--- src/hdl/scp_pkg.sv ---
// Overview of operation
// - Loopback routes own serial output into input
// - Enable bit clear keeps port off bus
// - Master/slave bit writable only while disabled
// - Master drives clock, data out, select
// - Slave drives only its data output line
// - Slave output disable stops data output drive
// - Idle master starts newly written word immediately
// - Busy port queues words in written order
// - Data read pops oldest received frame
// - Short received frames read right-aligned, zero-filled
// - Size field n gives n+1 bits; codes below 3 give 4 bits
// - Not-full flag low only when full
// - Not-empty flag low only when empty
// - Busy while shifting or transmit queue nonempty
package scp_pkg;

  // Register byte addresses
  localparam logic [31:0] SCP_CTRL0_ADDR = 32'h4004_0000;
  localparam logic [31:0] SCP_CTRL1_ADDR = 32'h4004_0004;
  localparam logic [31:0] SCP_DATA_ADDR  = 32'h4004_0008;
  localparam logic [31:0] SCP_STAT_ADDR  = 32'h4004_000C;

  // First control word fields
  localparam int          SCP_FSS_LSB    = 0;
  localparam int          SCP_DIV_LSB    = 8;
  localparam logic [3:0]  SCP_FSS_RST    = 4'h0;
  localparam logic [7:0]  SCP_DIV_RST    = 8'h03;
  localparam logic [3:0]  SCP_FSS_MIN    = 4'h3;

  // Second control word bits
  localparam int          SCP_LB_BIT     = 0;
  localparam int          SCP_EN_BIT     = 1;
  localparam int          SCP_MS_BIT     = 2;
  localparam int          SCP_SOD_BIT    = 3;
  localparam logic [3:0]  SCP_CTRL1_RST  = 4'h0;

  // Status word bits
  localparam int          SCP_TFE_BIT    = 0;
  localparam int          SCP_TNF_BIT    = 1;
  localparam int          SCP_RNE_BIT    = 2;
  localparam int          SCP_RFF_BIT    = 3;
  localparam int          SCP_BSY_BIT    = 4;

  // Queue shape
  localparam int          SCP_DATA_W     = 16;
  localparam int          SCP_FIFO_AW    = 3;
  localparam int          SCP_FIFO_DEPTH = 8;
  localparam logic [15:0] SCP_DATA_RST   = 16'h0000;

  // Shift engine states
  typedef enum logic [2:0] {
    SCP_ST_IDLE   = 3'b000,
    SCP_ST_MLOW   = 3'b001,
    SCP_ST_MHIGH  = 3'b010,
    SCP_ST_MEND   = 3'b011,
    SCP_ST_SSHIFT = 3'b100,
    SCP_ST_SDONE  = 3'b101
  } scp_state_t;

endpackage : scp_pkg

--- src/hdl/scp_ctrl.sv ---
`timescale 1ns/10ps
`default_nettype none
module scp_ctrl
  import scp_pkg::*;
(
  input  wire logic        pclk,       // Bus clock, 50 MHz
  input  wire logic        presetn,    // Async reset, active low
  input  wire logic        psel,       // APB select
  input  wire logic        penable,    // APB access phase
  input  wire logic        pwrite,     // APB direction
  input  wire logic [31:0] paddr,      // APB byte address
  input  wire logic [31:0] pwdata,     // APB write data
  output logic      [31:0] prdata,     // APB read data
  output logic             pready,     // APB ready
  output logic             pslverr,    // APB error, unmapped address
  input  wire logic        sclk_i,     // Serial clock pin in
  output logic             sclk_o,     // Serial clock pin out
  output logic             sclk_oe,    // Serial clock drive enable
  input  wire logic        mosi_i,     // Controller-out line in
  output logic             mosi_o,     // Controller-out line out
  output logic             mosi_oe,    // Controller-out drive enable
  input  wire logic        miso_i,     // Controller-in line in
  output logic             miso_o,     // Controller-in line out
  output logic             miso_oe,    // Controller-in drive enable
  input  wire logic        ssel_n_i,   // Select pin in, active low
  output logic             ssel_n_o,   // Select pin out, active low
  output logic             ssel_n_oe   // Select drive enable
);

  // Control and state registers
  logic [3:0]            fss_q;
  logic [7:0]            div_q;
  logic                  loopback_select_q;
  logic                  port_enable_q;
  logic                  master_slave_select_q;
  logic                  slave_output_disable_q;
  scp_state_t            state_q;
  logic [7:0]            cnt_q;
  logic [3:0]            bit_q;
  logic [SCP_DATA_W-1:0] sh_q;
  logic [SCP_DATA_W-1:0] rx_q;
  logic                  rx_push_q;
  logic [SCP_DATA_W-1:0] rx_word_q;
  logic                  rd_ok_q;
  logic                  sclk_d_q;

  // Bus decode
  logic                  acc;
  logic                  cap;
  logic                  done;
  logic                  hit;
  logic                  wr_ctrl0;
  logic                  wr_ctrl1;
  logic                  wr_data;
  logic                  rx_pop;

  // Queue and pin views
  logic                  tx_ready;
  logic                  tx_valid;
  logic [SCP_DATA_W-1:0] tx_head;
  logic                  tx_pop;
  logic                  rx_valid;
  logic [SCP_DATA_W-1:0] rx_head;
  logic                  rx_full;
  logic                  sclk_s;
  logic                  mosi_s;
  logic                  miso_s;
  logic                  ssel_n_s;
  logic                  sclk_rise;
  logic                  sclk_fall;
  logic                  ser_in;
  logic [3:0]            top;
  logic                  busy;
  logic                  start_m;
  logic                  start_s;
  logic                  slv_sel;

  // One wait state so that read data comes from a flip-flop
  assign acc      = psel & penable;
  assign cap      = acc & ~pready;
  assign done     = acc & pready;
  assign hit      = (paddr == SCP_CTRL0_ADDR) | (paddr == SCP_CTRL1_ADDR) |
                    (paddr == SCP_DATA_ADDR)  | (paddr == SCP_STAT_ADDR);
  assign wr_ctrl0 = done & pwrite & (paddr == SCP_CTRL0_ADDR);
  assign wr_ctrl1 = done & pwrite & (paddr == SCP_CTRL1_ADDR);
  assign wr_data  = done & pwrite & (paddr == SCP_DATA_ADDR);
  assign rx_pop   = done & ~pwrite & (paddr == SCP_DATA_ADDR) & rd_ok_q;

  // Frame length, unsupported small codes clamp to the shortest frame
  assign top  = (fss_q < SCP_FSS_MIN) ? SCP_FSS_MIN : fss_q;
  assign busy = (state_q != SCP_ST_IDLE) | tx_valid;

  // Edges of the synchronised serial clock
  assign sclk_rise = sclk_s & ~sclk_d_q;
  assign sclk_fall = ~sclk_s & sclk_d_q;
  assign slv_sel   = ~ssel_n_s;

  // Loopback takes the line this end drives in the current mode
  always_comb
  begin
    if (loopback_select_q)
      ser_in = master_slave_select_q ? miso_o : mosi_o;
    else
      ser_in = master_slave_select_q ? mosi_s : miso_s;
  end

  // Frame starts; the queue head is taken on the start cycle
  assign start_m = (state_q == SCP_ST_IDLE) & port_enable_q &
                   ~master_slave_select_q & tx_valid;
  assign start_s = (state_q == SCP_ST_IDLE) & port_enable_q &
                   master_slave_select_q & slv_sel;
  assign tx_pop  = start_m | (start_s & tx_valid);

  scp_sync #(
    .W (4)
  ) u_sync (
    .clk   (pclk),
    .rst_n (presetn),
    .d     ({sclk_i, mosi_i, miso_i, ssel_n_i}),
    .q     ({sclk_s, mosi_s, miso_s, ssel_n_s})
  );

  scp_fifo u_tx_fifo (
    .clk       (pclk),
    .rst_n     (presetn),
    .in_valid  (wr_data),
    .in_data   (pwdata[SCP_DATA_W-1:0]),
    .in_ready  (tx_ready),
    .out_valid (tx_valid),
    .out_data  (tx_head),
    .out_ready (tx_pop),
    .full      ()
  );

  scp_fifo u_rx_fifo (
    .clk       (pclk),
    .rst_n     (presetn),
    .in_valid  (rx_push_q),
    .in_data   (rx_word_q),
    .in_ready  (),
    .out_valid (rx_valid),
    .out_data  (rx_head),
    .out_ready (rx_pop),
    .full      (rx_full)
  );

  // APB handshake
  always_ff @(posedge pclk or negedge presetn)
  begin
    if (!presetn)
      pready <= 1'b0;
    else
      pready <= cap;
  end

  // Read data and error are captured in the wait cycle
  always_ff @(posedge pclk or negedge presetn)
  begin
    if (!presetn)
    begin
      prdata  <= 32'h0000_0000;
      pslverr <= 1'b0;
      rd_ok_q <= 1'b0;
    end
    else if (cap)
    begin
      pslverr <= ~hit;
      rd_ok_q <= rx_valid;
      prdata  <= 32'h0000_0000;
      case (paddr)
        SCP_CTRL0_ADDR:
        begin
          prdata[SCP_FSS_LSB +: 4] <= fss_q;
          prdata[SCP_DIV_LSB +: 8] <= div_q;
        end
        SCP_CTRL1_ADDR:
        begin
          prdata[SCP_LB_BIT]  <= loopback_select_q;
          prdata[SCP_EN_BIT]  <= port_enable_q;
          prdata[SCP_MS_BIT]  <= master_slave_select_q;
          prdata[SCP_SOD_BIT] <= slave_output_disable_q;
        end
        SCP_DATA_ADDR:
          prdata[SCP_DATA_W-1:0] <= rx_head;
        SCP_STAT_ADDR:
        begin
          prdata[SCP_TFE_BIT] <= ~tx_valid;
          prdata[SCP_TNF_BIT] <= tx_ready;
          prdata[SCP_RNE_BIT] <= rx_valid;
          prdata[SCP_RFF_BIT] <= rx_full;
          prdata[SCP_BSY_BIT] <= busy;
        end
        default:
          prdata <= 32'h0000_0000;
      endcase
    end
    else if (done)
      pslverr <= 1'b0;
  end

  // First control word: frame size and bit clock divider
  always_ff @(posedge pclk or negedge presetn)
  begin
    if (!presetn)
    begin
      fss_q <= SCP_FSS_RST;
      div_q <= SCP_DIV_RST;
    end
    else if (wr_ctrl0)
    begin
      fss_q <= pwdata[SCP_FSS_LSB +: 4];
      div_q <= pwdata[SCP_DIV_LSB +: 8];
    end
  end

  // Second control word
  always_ff @(posedge pclk or negedge presetn)
  begin
    if (!presetn)
    begin
      loopback_select_q      <= SCP_CTRL1_RST[SCP_LB_BIT];
      port_enable_q          <= SCP_CTRL1_RST[SCP_EN_BIT];
      master_slave_select_q  <= SCP_CTRL1_RST[SCP_MS_BIT];
      slave_output_disable_q <= SCP_CTRL1_RST[SCP_SOD_BIT];
    end
    else if (wr_ctrl1)
    begin
      loopback_select_q      <= pwdata[SCP_LB_BIT];
      port_enable_q          <= pwdata[SCP_EN_BIT];
      slave_output_disable_q <= pwdata[SCP_SOD_BIT];
      // Mode is judged against the enable as it stood before
      if (!port_enable_q)
        master_slave_select_q <= pwdata[SCP_MS_BIT];
    end
  end

  // Edge history of the synchronised serial clock
  always_ff @(posedge pclk or negedge presetn)
  begin
    if (!presetn)
      sclk_d_q <= 1'b0;
    else
      sclk_d_q <= sclk_s;
  end

  // Pin drive enables, everything released while disabled
  always_ff @(posedge pclk or negedge presetn)
  begin
    if (!presetn)
    begin
      sclk_oe   <= 1'b0;
      mosi_oe   <= 1'b0;
      ssel_n_oe <= 1'b0;
      miso_oe   <= 1'b0;
    end
    else
    begin
      sclk_oe   <= port_enable_q & ~master_slave_select_q;
      mosi_oe   <= port_enable_q & ~master_slave_select_q;
      ssel_n_oe <= port_enable_q & ~master_slave_select_q;
      miso_oe   <= port_enable_q & master_slave_select_q &
                   ~slave_output_disable_q & slv_sel;
    end
  end

  // Shift engine; CPOL 0, CPHA 0, most significant bit first
  always_ff @(posedge pclk or negedge presetn)
  begin
    if (!presetn)
    begin
      state_q   <= SCP_ST_IDLE;
      cnt_q     <= 8'h00;
      bit_q     <= 4'h0;
      sh_q      <= SCP_DATA_RST;
      rx_q      <= SCP_DATA_RST;
      rx_push_q <= 1'b0;
      rx_word_q <= SCP_DATA_RST;
      sclk_o    <= 1'b0;
      mosi_o    <= 1'b0;
      miso_o    <= 1'b0;
      ssel_n_o  <= 1'b1;
    end
    else
    begin
      rx_push_q <= 1'b0;
      cnt_q     <= cnt_q + 8'h01;
      if (!port_enable_q)
      begin
        // Disabling aborts any frame and parks the lines
        state_q  <= SCP_ST_IDLE;
        sclk_o   <= 1'b0;
        ssel_n_o <= 1'b1;
      end
      else
      begin
        case (state_q)
          SCP_ST_IDLE:
          begin
            cnt_q <= 8'h00;
            bit_q <= top;
            rx_q  <= SCP_DATA_RST;
            if (start_m)
            begin
              sh_q     <= tx_head;
              mosi_o   <= tx_head[top];
              ssel_n_o <= 1'b0;
              state_q  <= SCP_ST_MLOW;
            end
            else if (start_s)
            begin
              // Empty queue on select sends zeros
              sh_q    <= tx_valid ? tx_head : SCP_DATA_RST;
              miso_o  <= tx_valid & tx_head[top];
              state_q <= SCP_ST_SSHIFT;
            end
          end
          SCP_ST_MLOW:
            if (cnt_q == div_q)
            begin
              cnt_q   <= 8'h00;
              sclk_o  <= 1'b1;
              rx_q    <= {rx_q[SCP_DATA_W-2:0], ser_in};
              state_q <= SCP_ST_MHIGH;
            end
          SCP_ST_MHIGH:
            if (cnt_q == div_q)
            begin
              cnt_q  <= 8'h00;
              sclk_o <= 1'b0;
              if (bit_q == 4'h0)
              begin
                rx_push_q <= 1'b1;
                rx_word_q <= rx_q;
                state_q   <= SCP_ST_MEND;
              end
              else
              begin
                bit_q   <= bit_q - 4'h1;
                mosi_o  <= sh_q[bit_q - 4'h1];
                state_q <= SCP_ST_MLOW;
              end
            end
          SCP_ST_MEND:
            // Hold select for one half bit after the last edge
            if (cnt_q == div_q)
            begin
              ssel_n_o <= 1'b1;
              state_q  <= SCP_ST_IDLE;
            end
          SCP_ST_SSHIFT:
            if (!slv_sel)
              state_q <= SCP_ST_IDLE;
            else if (sclk_rise)
            begin
              rx_q <= {rx_q[SCP_DATA_W-2:0], ser_in};
              if (bit_q == 4'h0)
              begin
                rx_push_q <= 1'b1;
                rx_word_q <= {rx_q[SCP_DATA_W-2:0], ser_in};
                state_q   <= SCP_ST_SDONE;
              end
            end
            else if (sclk_fall && bit_q != 4'h0)
            begin
              bit_q  <= bit_q - 4'h1;
              miso_o <= sh_q[bit_q - 4'h1];
            end
          SCP_ST_SDONE:
            // One frame per select; wait for its release
            if (!slv_sel)
              state_q <= SCP_ST_IDLE;
          default:
            state_q <= SCP_ST_IDLE;
        endcase
      end
    end
  end

endmodule : scp_ctrl
`default_nettype wire

--- src/hdl/scp_sync.sv ---
`timescale 1ns/10ps
`default_nettype none
module scp_sync
  import scp_pkg::*;
#(
  parameter int W = 1
) (
  input  wire logic         clk,     // Sampling clock
  input  wire logic         rst_n,   // Async reset, active low
  input  wire logic [W-1:0] d,       // Asynchronous inputs
  output logic      [W-1:0] q        // Synchronised outputs
);

  logic [W-1:0] meta_q;

  // Two stages; only the second stage reads the first
  always_ff @(posedge clk or negedge rst_n)
  begin
    if (!rst_n)
    begin
      meta_q <= '0;
      q      <= '0;
    end
    else
    begin
      meta_q <= d;
      q      <= meta_q;
    end
  end

endmodule : scp_sync
`default_nettype wire

--- src/hdl/scp_fifo.sv ---
`timescale 1ns/10ps
`default_nettype none
module scp_fifo
  import scp_pkg::*;
(
  input  wire logic                  clk,        // Clock
  input  wire logic                  rst_n,      // Async reset, active low
  input  wire logic                  in_valid,   // Push request
  input  wire logic [SCP_DATA_W-1:0] in_data,    // Push data
  output logic                       in_ready,   // Room for a word
  output logic                       out_valid,  // Head word present
  output logic      [SCP_DATA_W-1:0] out_data,   // Head word
  input  wire logic                  out_ready,  // Pop request
  output logic                       full        // No room left
);

  logic [SCP_DATA_W-1:0] mem_q [SCP_FIFO_DEPTH];
  logic [SCP_FIFO_AW:0]  wp_q;
  logic [SCP_FIFO_AW:0]  rp_q;
  logic                  push;
  logic                  pop;

  // Extra pointer bit tells full from empty
  assign full      = (wp_q[SCP_FIFO_AW] != rp_q[SCP_FIFO_AW]) &&
                     (wp_q[SCP_FIFO_AW-1:0] == rp_q[SCP_FIFO_AW-1:0]);
  assign out_valid = (wp_q != rp_q);
  assign in_ready  = ~full;
  assign out_data  = mem_q[rp_q[SCP_FIFO_AW-1:0]];
  assign push      = in_valid & ~full;
  assign pop       = out_ready & out_valid;

  // Pointers
  always_ff @(posedge clk or negedge rst_n)
  begin
    if (!rst_n)
    begin
      wp_q <= '0;
      rp_q <= '0;
    end
    else
    begin
      if (push)
        wp_q <= wp_q + 1'b1;
      if (pop)
        rp_q <= rp_q + 1'b1;
    end
  end

  // Storage, no reset needed on data
  always_ff @(posedge clk)
  begin
    if (push)
      mem_q[wp_q[SCP_FIFO_AW-1:0]] <= in_data;
  end

endmodule : scp_fifo
`default_nettype wire

--- config.mk ---
export PLATFORM = sky130hd
export DESIGN_NAME = scp_ctrl
export DESIGN_NICKNAME = d
export VERILOG_FILES = /design/src/hdl/scp_pkg.sv /design/src/hdl/scp_ctrl.sv /design/src/hdl/scp_sync.sv /design/src/hdl/scp_fifo.sv
export SDC_FILE = /design/constraint.sdc
export NUM_CORES = 1
export LEC_CHECK = 0
export BUFFER_PORTS_ARGS = -buffer_cell sky130_fd_sc_hd__buf_2
export CORE_MARGIN = 5
export CORE_UTILIZATION = 60
export CTS_CLUSTER_SIZE = 24
export DETAILED_ROUTE_END_ITERATION = 8
export GPL_TIMING_DRIVEN = 0
export PLACE_DENSITY = 0.81
export RECOVER_POWER = 25
export SYNTH_ARGS = -nofsm -noshare
export SYNTH_HDL_FRONTEND = slang
export SYNTH_HIERARCHICAL = 1
export SYNTH_SLANG_ARGS = --single-unit
--- constraint.sdc ---
create_clock -name pclk -period 4.15 [get_ports pclk]
set_input_delay 0.2075 -clock pclk [delete_from_list [all_inputs] [get_ports pclk]]
set_output_delay 0.2075 -clock pclk [all_outputs]
set_load 0.05 [all_outputs]
* Yosys cells after proc, flatten, opt, wreduce, memory -nomap -nowiden
Memory sizes are Yosys's and may differ from the RTL's. Index checks and enable logic that the tools add are counted.
Storage, ports and cells: bits in writable memories 256, flip-flop bits (word level) 130, bits of input ports 73, memories 2, output and inout port bits 42
Operators by class: add/sub/neg operators 6, multiplexer cells 75, $lt $le $gt $ge 3, bitwise gates (word level) 44, equality and inequality tests 38, reductions and logical operators 25
Memory list:
- u_rx_fifo.mem_q | words 8, width 16, rd ports 1, clocked after memory_dff 0, write ports 1, line scp_fifo.sv:17 | logic [SCP_DATA_W-1:0] mem_q [SCP_FIFO_DEPTH];
- u_tx_fifo.mem_q | words 8, width 16, rd ports 1, clocked after memory_dff 0, write ports 1, line scp_fifo.sv:17
Operators by type and width (count):
- 16-bit 2-to-1 mux | 11
- 32-bit by 31-bit == test with 1-bit output (second input constant) | 4
- 16-bit case mux with 3 select lines | 1
- 3-bit 2-to-1 mux | 11
- 16-bit case mux with 2 select lines | 1
- 8-bit case mux with 2 select lines | 2
- 1-bit 2-to-1 mux | 29
- 7-bit AND reduction | 4
- 1-bit bitwise AND | 27
- 4-bit 2-to-1 mux | 6
- 2-bit != test (second input constant) | 12
- 3-bit case mux with 6 select lines | 1
- 4-bit by 1-bit adder with 4-bit output (second input constant) | 4
- 8-bit 2-to-1 mux | 2
- 4-bit case mux with 4 select lines | 1
- 3-bit != test (second input constant) | 4
- 1-bit inverter | 12
- 1-bit case mux with 2 select lines | 6
- 4-bit case mux with 3 select lines | 1
- 4-bit by 5-bit < comparator with 1-bit output (second input constant) | 2
- 5-bit AND reduction | 2
- 2-bit nonzero test | 5
- 3-bit AND reduction | 3
- 3-bit nonzero test | 3
- other kinds (23) | 37

* Logic depth before layout (Yosys ltp)
Gate-level depths: netlist of run 1.
depth after elaboration 8, gate-level depth with buffers 12

* By module
Netlist of run 1, hierarchy kept.
By module, submodules not included:
- scp_ctrl | cells an instance 539, area an instance 5681.7 um^2, times used 1, seq. area each 2656.3 um^2
- scp_fifo at u_rx_fifo | cells an instance 245, area an instance 5527.8 um^2, times used 1, seq. area each 4043.9 um^2
- scp_fifo at u_tx_fifo | cells an instance 243, area an instance 5467.7 um^2, times used 1, seq. area each 4043.9 um^2
- scp_sync | cells an instance 8, area an instance 200.2 um^2, times used 1, seq. area each 200.2 um^2

* Worst setup path before layout of run 1
Ideal clock, no wire load.
path type input -> register, start point input paddr[4], end point memory u_tx_fifo.mem_q[6][0] (enable), setup time 0.436 ns, slack 0.138 ns, arrival time 3.576 ns, cell stages on the path 8, path through or4_4 -> nor3_2 -> nand4_2 -> buf_6 -> nor3b_2 -> and3_1 -> nand2_1 -> nor4b_1
Between the ends: word-level cells in the longest chain between the ends 5
Ends and longest elaborated chain:
- start, declared | line scp_ctrl.sv:11 | input wire logic [31:0] paddr,
- 32-bit by 31-bit == test with 1-bit output | line scp_ctrl.sv:86 | assign wr_data = done & pwrite & (paddr == SCP_DATA_ADDR);
- 1-bit bitwise AND | line scp_ctrl.sv:86
- named net wr_data | line scp_ctrl.sv:54 | logic wr_data;
- 1-bit bitwise AND | line scp_fifo.sv:29 | assign push = in_valid & ~full;
- 1-bit 2-to-1 mux | line scp_fifo.sv:52 | if (push)
- 1-bit 2-to-1 mux (implied by the code) | line scp_fifo.sv:53 | mem_q[wp_q[SCP_FIFO_AW-1:0]] <= in_data;
- end, declared | line scp_fifo.sv:17
The timed path passes the listed nets, and every way through them passes these cells.

* Worst setup path after layout of run 1
start point register u_tx_fifo.wp_q[0], end point register u_tx_fifo.rp_q[3]
Between the ends: word-level cells in the longest chain between the ends 4, elaborated cells between the ends (all ways) 5, those cells by class 1 x eq/ne; 4 x bitwise
Ends and longest elaborated chain:
- start, declared | line scp_fifo.sv:18 | logic [SCP_FIFO_AW:0] wp_q;
- start signal, assigned | line scp_fifo.sv:43 | wp_q <= wp_q + 1'b1;
- 4-bit != test (*) | line scp_fifo.sv:26 | assign out_valid = (wp_q != rp_q);
- named net tx_valid | line scp_ctrl.sv:59 | logic tx_valid;
- 1-bit bitwise AND, on equally long branches | line scp_ctrl.sv:109, scp_ctrl.sv:112
- 1-bit OR (*) | line scp_ctrl.sv:112 | assign tx_pop = start_m | (start_s & tx_valid);
- named net tx_pop | line scp_ctrl.sv:61 | logic tx_pop;
- 1-bit bitwise AND (*) | line scp_fifo.sv:30 | assign pop = out_ready & out_valid;
- end signal, assigned | line scp_fifo.sv:45 | rp_q <= rp_q + 1'b1;
- end, declared | line scp_fifo.sv:19 | logic [SCP_FIFO_AW:0] rp_q;
The timed path passes the listed nets; every way through them passes the cells marked *. A chain may end at the register's enable or synchronous reset.

==> summary.md, run 1 <==
| Metric | Value |
|---|---|
| Placeable core region | `27780 um^2` |
| Total congestion overflow after global routing | `0` |
| Horizontal die dimension | `177.7 um` |
| Transition time at the pin with the least slew margin | `approximately 2900 ps` |
| CTS H-tree lvls | `2` |
| Clk sink count | `386` |
| Max_slew headroom | `-0.9208` |
| Highest clock rate | `280.4 MHz` |
| DR DRC count | `0` |
| Clock buffer count from CTS | `39` |
| Initial standard-cell utilization of the core | `0.6074` |
| IR drop worst, VDD | `0.0002411 V` |
| Count of boundary I/O pins | `roughly 120` |
| Number of placed instances, taps included | `1534` |
| Final-layout worst hold slack | `52.69 ps` |
| Wire length of the first global-routing pass | `59840 um` |
| Ratio of total power to cell area | `393.7 nW/um^2` |
| Total number of vias | `9979` |
| Routed wire length per instance | `23.64 um` |
| Total inserted antenna cells | `0` |
| Global-route track usage on met1 | `0.3652` |
| Reg-to-Reg End | `u_tx_fifo/rp_q[3]` |
| Number of standard cells after synthesis | `1034` |
| Critical R2R Launch | `u_tx_fifo/wp_q[0]` |
| Setup Viol. Count Final | `0` |
| Antenna violations before repair | `0` |
| Die area | `31580 um^2` |
| TritonCTS clock tree | `yes` |
| Final number of hold-violating endpoints | `0` |
| Area growth, synth to finish | `15.56%` |
| Vertical die dimension | `177.7 um` |
| Max-capacitance violation count | `1` |
| Count of nets after finishing | `1289` |
| Maximum clock insertion buffer count | `3` |
| Vias in the first global route | `10.22k` |
| Leakage power | `6.895 nW` |
| Depth of the most critical reg-to-reg path | `12` |
| Top Usage Layer GRT | `met2` |
| Clock latency reported for the late side of the worst-skew pair | `about 520 ps` |
| Worst Setup SP | `u_tx_fifo/wp_q[0]` |
| Post-route minimum period | `between 3000 and 4000 ps` |
| Iteration-0 DRC Markers | `~1.1k` |
| Violations in the final reports | `max-capacitance violations, max-slew violations` |
| Final Total Pwr | `0.007678 W` |
| Standard-cell row count | `a little over 60` |
| Met2 usage | `0.3970` |
| Post-DR vias/cell | `6.171` |
| Worst Hold Class | `primary input to flop` |
| Mean instance size in the synthesized netlist | `16.32 um^2` |
| Post-synth design cell area | `roughly 17000 um^2` |
| Final Routed Wirelength | `38230 um` |
| Final number of max-transition violations | `49` |
| Met3 global-route usage | `0.04815` |
| Highest net fanout along the worst path | `10` |
| Capturing element of the worst setup path | `u_tx_fifo/rp_q[3]` |
| Unrepaired setup endpoints after global routing | `no` |
| Worst Hold Depth | `3` |
| Number of detailed-routing iterations run before antenna repair | `6` |
| Maximum number of pins on one net before global-route repair | `83` |
| Final cell count without fillers | `1617` |
| Antenna viol nets, final | `0` |
| Setup slack, reg-to-reg | `580 ps` |
| GRT Overall Usage | `0.2489` |
| Required @ worst endpoint | `4540 ps` |
| Worst Clk Skew | `18.21 ps` |
| Yosys warning count | `6` |
| Share of final-layout standard cells stronger than drive strength 1 | `0.2914` |
| DP Wirelength | `about 26000 um` |
| Number of port buffers | `80` |
| Arr. time, crit path | `3960 ps` |
| Crit Path Class | `flop to flop` |
| Clk Tree Root Cell | `clkbuf_16` |
| Worst Setup End Kind | `flop` |
| Critical Path Source Type | `flop` |
| Period utilization | `0.8592` |
| Clock transition at the registers of the reported paths | `60 ps` |
| Run status | `complete, but fails checks` |
| Final RePlAce weighted congestion | `roughly 0.93` |
[layout by cell type, fill, tap and decap left out, drive strengths merged, types with 8 or more instances in the layout]
| cell type | count |
|---|---|
| o21ai | 42 |
| clkbuf | 99 |
| clkinv | 13 |
| dfrtp | 127 |
| xnor2 | 17 |
| dlygate4sd3 | 13 |
| nor3 | 16 |
| nand3 | 9 |
| mux2i | 27 |
| a21oi | 15 |
| mux2 | 83 |
| edfxtp | 256 |
| nor2 | 16 |
| mux4 | 73 |
| nor4 | 14 |
| xor2 | 23 |
| inv | 26 |
| nand2b | 10 |
| nand4 | 8 |
| nand2 | 97 |
| buf | 135 |
| conb | 16 |
[power breakdown]
group          total, W  switching, W  internal, W
Combinational  0.000168      0.000117    0.0000511
Clock           0.00341       0.00140      0.00201
Sequential      0.00410    0.00000352      0.00410
Total           0.00768       0.00152      0.00616
[through the flow]
step	worst slack [ps]	area [um^2]	setup TNS (ps)	utilization
global route	381.4	19500	0	0.7019
global placement	-1731	17800	-190130	0.6408
finish	584.2	19500	0	0.7019
floorplan	137.8	16930	0	-
detailed placement	590.6	18160	0	0.6537
CTS	671.1	19530	0	0.7029
[worst min path at each step]
stage / from / to
floorplan: presetn / bit_q[0]
global placement: ssel_n_i / u_sync/meta_q[0]
detailed placement: presetn / u_tx_fifo/wp_q[3]
CTS: pwdata[2] / u_tx_fifo/mem_q[7][2]
global route: penable / pslverr
finish: penable / pslverr
[what timing repair did]
action | 4_1_cts | 5_1_grt
gates resized for setup | 0 | 0
endpoints found under the hold margin | 115 | 0
buffers inserted | 0 | 0
hold buffers | 13 | 0
[metal layers]
metal / part of all wire / routed length, um
met1: 0.42 / 15960
met2: 0.47 / 17990
met3: 0.092 / 3533
met4: 0.020 / 747
met5: 0 / 0
[area by class of cell]
cell class | count | area [um^2]
tap | 378 | 473.0
inverter | 26 | 97.59
clock buffer | 52 | 1077
clock inverter | 18 | 160.2
buffer | 75 | 491.7
sequential | 386 | 10940
multi-input combinational | 562 | 5483
fill | 1736 | 8282
timing repair buffer | 120 | 773.2
[state kept, by name, indices dropped and copies added, names as in the netlist, 8 cells and up]
name and count:
u_rx_fifo/mem_q 128, u_tx_fifo/mem_q 128, prdata 16, rx_q 16
rx_word_q 16, sh_q 16, cnt_q 8, div_q 8
[critical path, cell delays in order (launching register included)]
cell and delay [ps]:
dfrtp_1 360, buf_2 260, xor2_2 330, nor3_1 150, nand2_1 150, clkbuf_1 410, nand2b_1 200, a21o_1 280
clkbuf_1 250, nor2_1 360, nand4_1 190, and2_1 190, a311o_1 310
(Power assumes the default switching activity.)
==> inputs of run 2 (changes only) <==
- clock period: 4.15 -> 3.4 ns (I/O delays scaled with it)
==> run 2 against run 1 <==
- the run still ends with max-capacitance violations, max-slew violations left
- final cell count up 0.25%
- first-iteration DRC count grew 6.4%
- clock power rose by 22%
- via count rose by 0.56%
- clock skew shrank 1.5 ps
- final area rose by 0.31%
- non-clock buffer count is 4 higher
- critical path depth down 3
- wire length grew 0.17%
- hold slack worse by 32 ps
- combinational power up 26%
- critical path type unchanged
- largest cell class unchanged
==> summary.md, run 2 (same netlist as run 1, synthesis figures left out) <==
| Metric | Value |
|---|---|
| Placeable core region | `roughly 28000 um^2` |
| CP max stage cell | `clkbuf_1` |
| Max-capacitance violation count | `1` |
| Area growth, synth to finish | `15.93%` |
| TritonCTS clock tree | `yes` |
| Run status | `complete, but fails checks` |
| Count of boundary I/O pins | `115` |
| Number of port buffers | `80` |
| Iteration-0 DRC Markers | `approximately 1.2k` |
| Antenna viol nets, final | `0` |
| Die area | `31580 um^2` |
| Clk Tree Root Cell | `clkbuf_16` |
| Clock buffer count from CTS | `39` |
| Period utilization | `0.9328` |
| Standard-cell row count | `61` |
| Wire length of the first global-routing pass | `59990 um` |
| Required @ worst endpoint | `3800 ps` |
| Initial standard-cell utilization of the core | `0.6074` |
| Post-DR vias/cell | `6.191` |
| Highest clock rate | `315.3 MHz` |
| Max_slew headroom | `-0.6685` |
| Antenna violations before repair | `0` |
| Maximum clock insertion buffer count | `3` |
| Clock transition at the registers of the reported paths | `roughly 60 ps` |
| Unrepaired setup endpoints after global routing | `no` |
| Worst Clk Skew | `roughly 17 ps` |
| Depth of the most critical reg-to-reg path | `9` |
| Final RePlAce weighted congestion | `0.9310` |
| Total congestion overflow after global routing | `0` |
| Setup Viol. Count Final | `0` |
| Leakage power | `about 7 nW` |
| Horizontal die dimension | `approximately 180 um` |
| Most frequent cells in the layout | `256 x edfxtp_1, 127 x dfrtp_1, 96 x nand2_1` |
| Clock latency reported for the late side of the worst-skew pair | `520 ps` |
| Worst Setup End Kind | `flop` |
| Clk sink count | `around 390` |
| Delay of the slowest cell on the worst path | `620 ps` |
| Routed wire length per instance | `between 20 and 25 um` |
| Ratio of total power to cell area | `about 480 nW/um^2` |
| Cell-by-cell listing of the critical path | `buf_6 -> clkbuf_1 -> mux4_1 -> mux2_2 -> mux2i_1 -> o22ai_1 -> o32ai_1 -> o32ai_1 -> mux2_2` |
| Footprint of the flip-flops and latches | `roughly 11000 um^2` |
| Final Routed Wirelength | `38290 um` |
| Number of detailed-routing iterations run before antenna repair | `5` |
| Total number of vias | `10.04k` |
| Critical Path Source Type | `flop` |
| Highest net fanout along the worst path | `10` |
| Count of nets after finishing | `approximately 1.3k` |
| DR DRC count | `0` |
| Number of placed instances, taps included | `1534` |
| Maximum number of pins on one net before global-route repair | `83` |
| Violations in the final reports | `max-capacitance violations, max-slew violations` |
| Fillers | `1727` |
| Arr. time, crit path | `3570 ps` |
| Setup slack, reg-to-reg | `230 ps` |
| Worst Hold Class | `primary input to flop` |
| Post-route setup TNS | `0 ps` |
| Area occupied by multi-input gates | `5485 um^2` |
| Share of final-layout standard cells stronger than drive strength 1 | `0.2912` |
| Transition time at the pin with the least slew margin | `between 2000 and 3000 ps` |
| Setup fix buffers added after clock tree synthesis | `0` |
| GRT Overall Usage | `0.2495` |
| CTS H-tree lvls | `2` |
| Post-route minimum period | `about 3200 ps` |
| Final number of hold-violating endpoints | `0` |
| Final number of max-transition violations | `49` |
| Crit Path Class | `flop to flop` |
| IR drop worst, VDD | `0.0002945 V` |
| Total inserted antenna cells | `0` |
| Vertical die dimension | `approximately 180 um` |
| Worst Hold Depth | `3` |
| Most frequent standard cell in the layout excluding fill and tap cells | `edfxtp_1` |
| Final cell count without fillers | `1621` |
| DP Wirelength | `~26000 um` |
| Vias in the first global route | `a little over 10k` |
[run 2: layout make-up]
class | count | share of cell area
Buffer | 73 | 0.02475
Clock buffer | 52 | 0.05507
Sequential cell | 386 | 0.5595
Timing Repair Buffer | 126 | 0.04292
Inverter | 26 | 0.004989
Multi-Input combinational cell | 562 | 0.2804
Tap cell | 378 | 0.02418
Clock inverter | 18 | 0.008187
[run 2: path summary, 6_finish.rpt]
| path | start | endpoint |
|---|---|---|
| setup / recovery | u_tx_fifo/rp_q[1] | mosi_o |
| max in group asynchronous | presetn | prdata[5] |
| setup reg to reg | u_tx_fifo/rp_q[1] | mosi_o |
| hold / removal | psel | pslverr |
| min in group asynchronous | presetn | u_tx_fifo/wp_q[3] |
| hold reg to reg | u_sync/meta_q[3] | u_sync/q[3] |
[run 2: report_power, final]
part | internal (W) | switching (W) | total [W] | leakage [nW]
clock network | 0.00245 | 0.00171 | 0.00417 | 0.599
registers | 0.00500 | 0.00000423 | 0.00500 | 3.80
logic | 0.0000674 | 0.000144 | 0.000211 | 2.52
[run 2: repair_timing]
action | in CTS | in global routing
resized for setup | 0 | 1
setup endpoints to repair | 1 | 2
hold buffers | 19 | 0
hold endpoints to repair | 154 | 0
gates cloned | 0 | 0
[run 2: critical path, delay by kind of cell (launching register included)]
| kind | cells | cell delay [ps] |
|---|---|---|
| multiplexers | 4 | 1300 |
| AO/OA/AOI/OAI | 3 | 600 |
| flip-flops | 1 | 370 |
| buffers and inverters | 2 | 790 |
[run 2: layer usage]
metal | global-route usage | wire [um] | vias up
met5 | 0 | 0 | -
met4 | 0.05446 | 685 | 0
met3 | 0.04793 | 3750 | 55
met2 | 0.3989 | 18140 | 536
met1 | 0.3652 | 15720 | 5109
li1 | - | - | 4335
[run 2: per-stage QoR]
stage	setup slack, ps	power (W)	area (um^2)	hold slack, ps	util
2_1_floorplan	-574.7	0.005189	16930	-125.6	-
3_3_place_gp	-2444	0.005286	17800	280.7	0.6408
3_5_place_dp	-121.9	0.005294	18160	150.2	0.6537
4_1_cts	110.1	0.009446	19580	5.662	0.7049
5_1_grt	102.8	0.009664	19560	29.94	0.7041
6_report	228.4	0.009379	19560	20.63	0.7041
==> inputs of run 3 (changes only) <==
- CORE_MARGIN: 5 -> default
==> run 3 against run 2 <==
- the flow still finishes with violations (max-capacitance violations, max-slew violations)
- utilization is 0.50 points higher
- clock skew fell by 0.91 ps
- power grew 2.6%
- largest power group unchanged
==> summary.md, run 3 (same netlist as run 1, synthesis figures left out) <==
| Metric | Value |
|---|---|
| Clk Tree Root Cell | `clkbuf_16` |
| CTS H-tree lvls | `2` |
| Post-route minimum period | `3399 ps` |
| P_sw | `around 0.0019 W` |
| Highest clock rate | `294.2 MHz` |
| Max-capacitance violation count | `1` |
| Cell depth of the worst setup path | `11` |
| Wire length of the first global-routing pass | `58960 um` |
| Critical R2R Launch | `u_tx_fifo/rp_q[1]` |
| Worst Setup End Kind | `flop` |
| Ratio of total power to cell area | `about 500 nW/um^2` |
| Share of total power in the clock network | `0.458` |
| Reg-to-Reg End | `mosi_o` |
| Depth of the most critical reg-to-reg path | `9` |
| Final number of hold-violating endpoints | `0` |
| Wire length on met2 | `18790 um` |
| DR DRC count | `0` |
| Violations in the final reports | `max-capacitance violations, max-slew violations` |
| Post-DR vias/cell | `around 6.2` |
| Standard-cell row count | `61` |
| Count of nets after finishing | `1294` |
| Post-route worst setup slack | `0.8689 ps` |
| Antenna viol nets, final | `0` |
| Vias in the first global route | `9997` |
| Number of port buffers | `80` |
| Leakage power | `6.971 nW` |
| Transition time at the pin with the least slew margin | `2606 ps` |
| TritonCTS clock tree | `yes` |
| Antenna violations before repair | `0` |
| Arr. time, crit path | `3640 ps` |
| Final number of max-transition violations | `45` |
| Clk sink count | `386` |
| Critical path's most frequent cell | `buf_4` |
| Highest net fanout along the worst path | `10` |
| Maximum clock insertion buffer count | `3` |
| Critical path's top delay family | `simple AND/OR/NAND/NOR gates` |
| Clock latency reported for the late side of the worst-skew pair | `530 ps` |
| Clock transition at the registers of the reported paths | `60 ps` |
| Required @ worst endpoint | `3640 ps` |
| CP max stage cell | `nor4b_2` |
| Total congestion overflow after global routing | `0` |
| Pre-CTS setup slack | `-501.3 ps` |
| Vertical die dimension | `169.7 um` |
| Most frequent cells in the layout | `256 x edfxtp_1, 127 x dfrtp_1, 97 x nand2_1` |
| Total number of vias | `approximately 10k` |
| Total inserted antenna cells | `0` |
| Capturing element of the worst setup path | `u_tx_fifo/mem_q[6][1]` |
| Post-Route M1 WL | `15760 um` |
| Topmost layer with routed signal wires | `met4` |
| Die area | `28800 um^2` |
| Max_slew headroom | `-0.7375` |
| Setup slack, reg-to-reg | `230 ps` |
| Cell-by-cell listing of the critical path | `buf_2 -> or4_4 -> nor3_2 -> nand4_2 -> buf_6 -> nor3b_2 -> and3_1 -> nand2_1 -> nor4b_2 -> buf_4 -> buf_4` |
| Fraction of power spent switching nets | `0.1960` |
| Post-route setup TNS | `0 ps` |
| Critical Path Source Type | `primary input` |
| Share of final-layout standard cells stronger than drive strength 1 | `0.2943` |
| Count of boundary I/O pins | `115` |
| Initial standard-cell utilization of the core | `0.6090` |
| Delay of the slowest cell on the worst path | `just over 700 ps` |
| Worst Setup SP | `paddr[4]` |
| Area growth, synth to finish | `16.42%` |
| Horizontal die dimension | `around 170 um` |
| Final Routed Wirelength | `38650 um` |
| Most frequent standard cell in the layout excluding fill and tap cells | `edfxtp_1` |
| Worst Clk Skew | `15.78 ps` |
| Share of power burned in registers | `0.520` |
| Period utilization | `0.9997` |
| Worst Hold Class | `primary input to flop` |
| Post-Route Utilization | `0.7091` |
| Crit Path Class | `primary input to flop` |
| Met3 Routed Length | `around 3100 um` |
| IR drop worst, VDD | `0.0004916 V` |
| Placeable core region | `27710 um^2` |
| Maximum number of pins on one net before global-route repair | `87` |
| Final RePlAce weighted congestion | `roughly 0.91` |
| Run status | `complete, but fails checks` |
| Share of power burned in combinational logic | `0.022` |
| CP bufs+invs | `4` |
| Internal power summed over all cells | `0.007734 W` |
| Number of detailed-routing iterations run before antenna repair | `6` |
| Fillers | `1705` |
| Iteration-0 DRC Markers | `between 900 and 1k` |
| DP Wirelength | `26290 um` |
| Unrepaired setup endpoints after global routing | `yes` |
| GRT Overall Usage | `0.2777` |
| Routed wire length per instance | `roughly 24 um` |
| Setup Viol. Count Final | `0` |
| Clock buffer count from CTS | `40` |
| Setup fix buffers added after clock tree synthesis | `0` |
==> run 3: changes by cell type in the layout (fill, tap and decap cells not counted), sizes merged <==
cell	previous run	this run
clkbuf	96	105
clkinv	13	9
clkinvlp	2	0
inv	26	27
dlygate4sd3	19	18
buf	135	136
bufinv	3	4
clkdlybuf4s25	1	0
==> run 3: what timing repair did <==
item	CTS	global route
setup endpoints to repair	1	11
hold endpoints to repair	138	0
hold buffers	18	0
gates resized for setup	0	1
==> run 3: routing by layer <==
layer	GRT usage	up-vias
met1	0.3892	5089
met5	0	-
met3	0.05084	76
met4	0.08108	0
li1	-	4342
met2	0.4494	540
==> run 3: worst min-delay path by stage <==
| stage | start | endpoint | cells after the start |
|---|---|---|---|
| 2_1_floorplan | presetn | bit_q[0] | 0 |
| 3_3_place_gp | ssel_n_i | u_sync/meta_q[0] | 1 |
| 3_5_place_dp | presetn | prdata[13] | 1 |
| 4_1_cts | pwdata[3] | u_tx_fifo/mem_q[1][3] | 1 |
| 5_1_grt | pwdata[3] | u_tx_fifo/mem_q[0][3] | 1 |
| 6_report | pwdata[2] | u_tx_fifo/mem_q[3][2] | 1 |
==> run 3: power groups by stage <==
stage               clock network [W]  logic [W]  registers [W]
floorplan                           0  0.0000829        0.00511
global placement                    0   0.000189        0.00510
detailed placement                  0   0.000198        0.00510
CTS                           0.00445   0.000215        0.00501
global route                  0.00463   0.000228        0.00500
finish                        0.00440   0.000211        0.00501
==> run 3: stage by stage <==
stage	total power, W	std cells	hold slack (ps)	cell area, um^2
after floorplan	0.005189	1049	-125.6	16930
final	0.009619	1625	140.7	19650
after global placement	0.005289	1507	280.5	17800
after global routing	0.009863	1625	148.2	19650
after CTS	0.009671	1625	2.004	19670
after detailed placement	0.005298	1535	128.7	18160
==> run 3: worst reg2reg max path, delay by kind of cell (launching register included) <==
family	cells	cell delay (ps)
buffers and inverters	2	790
AOI/OAI and AO/OA	3	610
muxes	4	1280
DFF	1	380
==> run 3: layout make-up <==
type / count / area [um^2] / area share
sequential: 386 / 10940 / 0.5571
buffer: 73 / 484.2 / 0.02465
multi-input combinational: 562 / 5484 / 0.2792
clock buffer: 60 / 1159 / 0.05898
tap: 378 / 473.0 / 0.02407
inverter: 26 / 97.59 / 0.004968
timing repair buffer: 126 / 823.3 / 0.04191
clock inverter: 14 / 180.2 / 0.009171
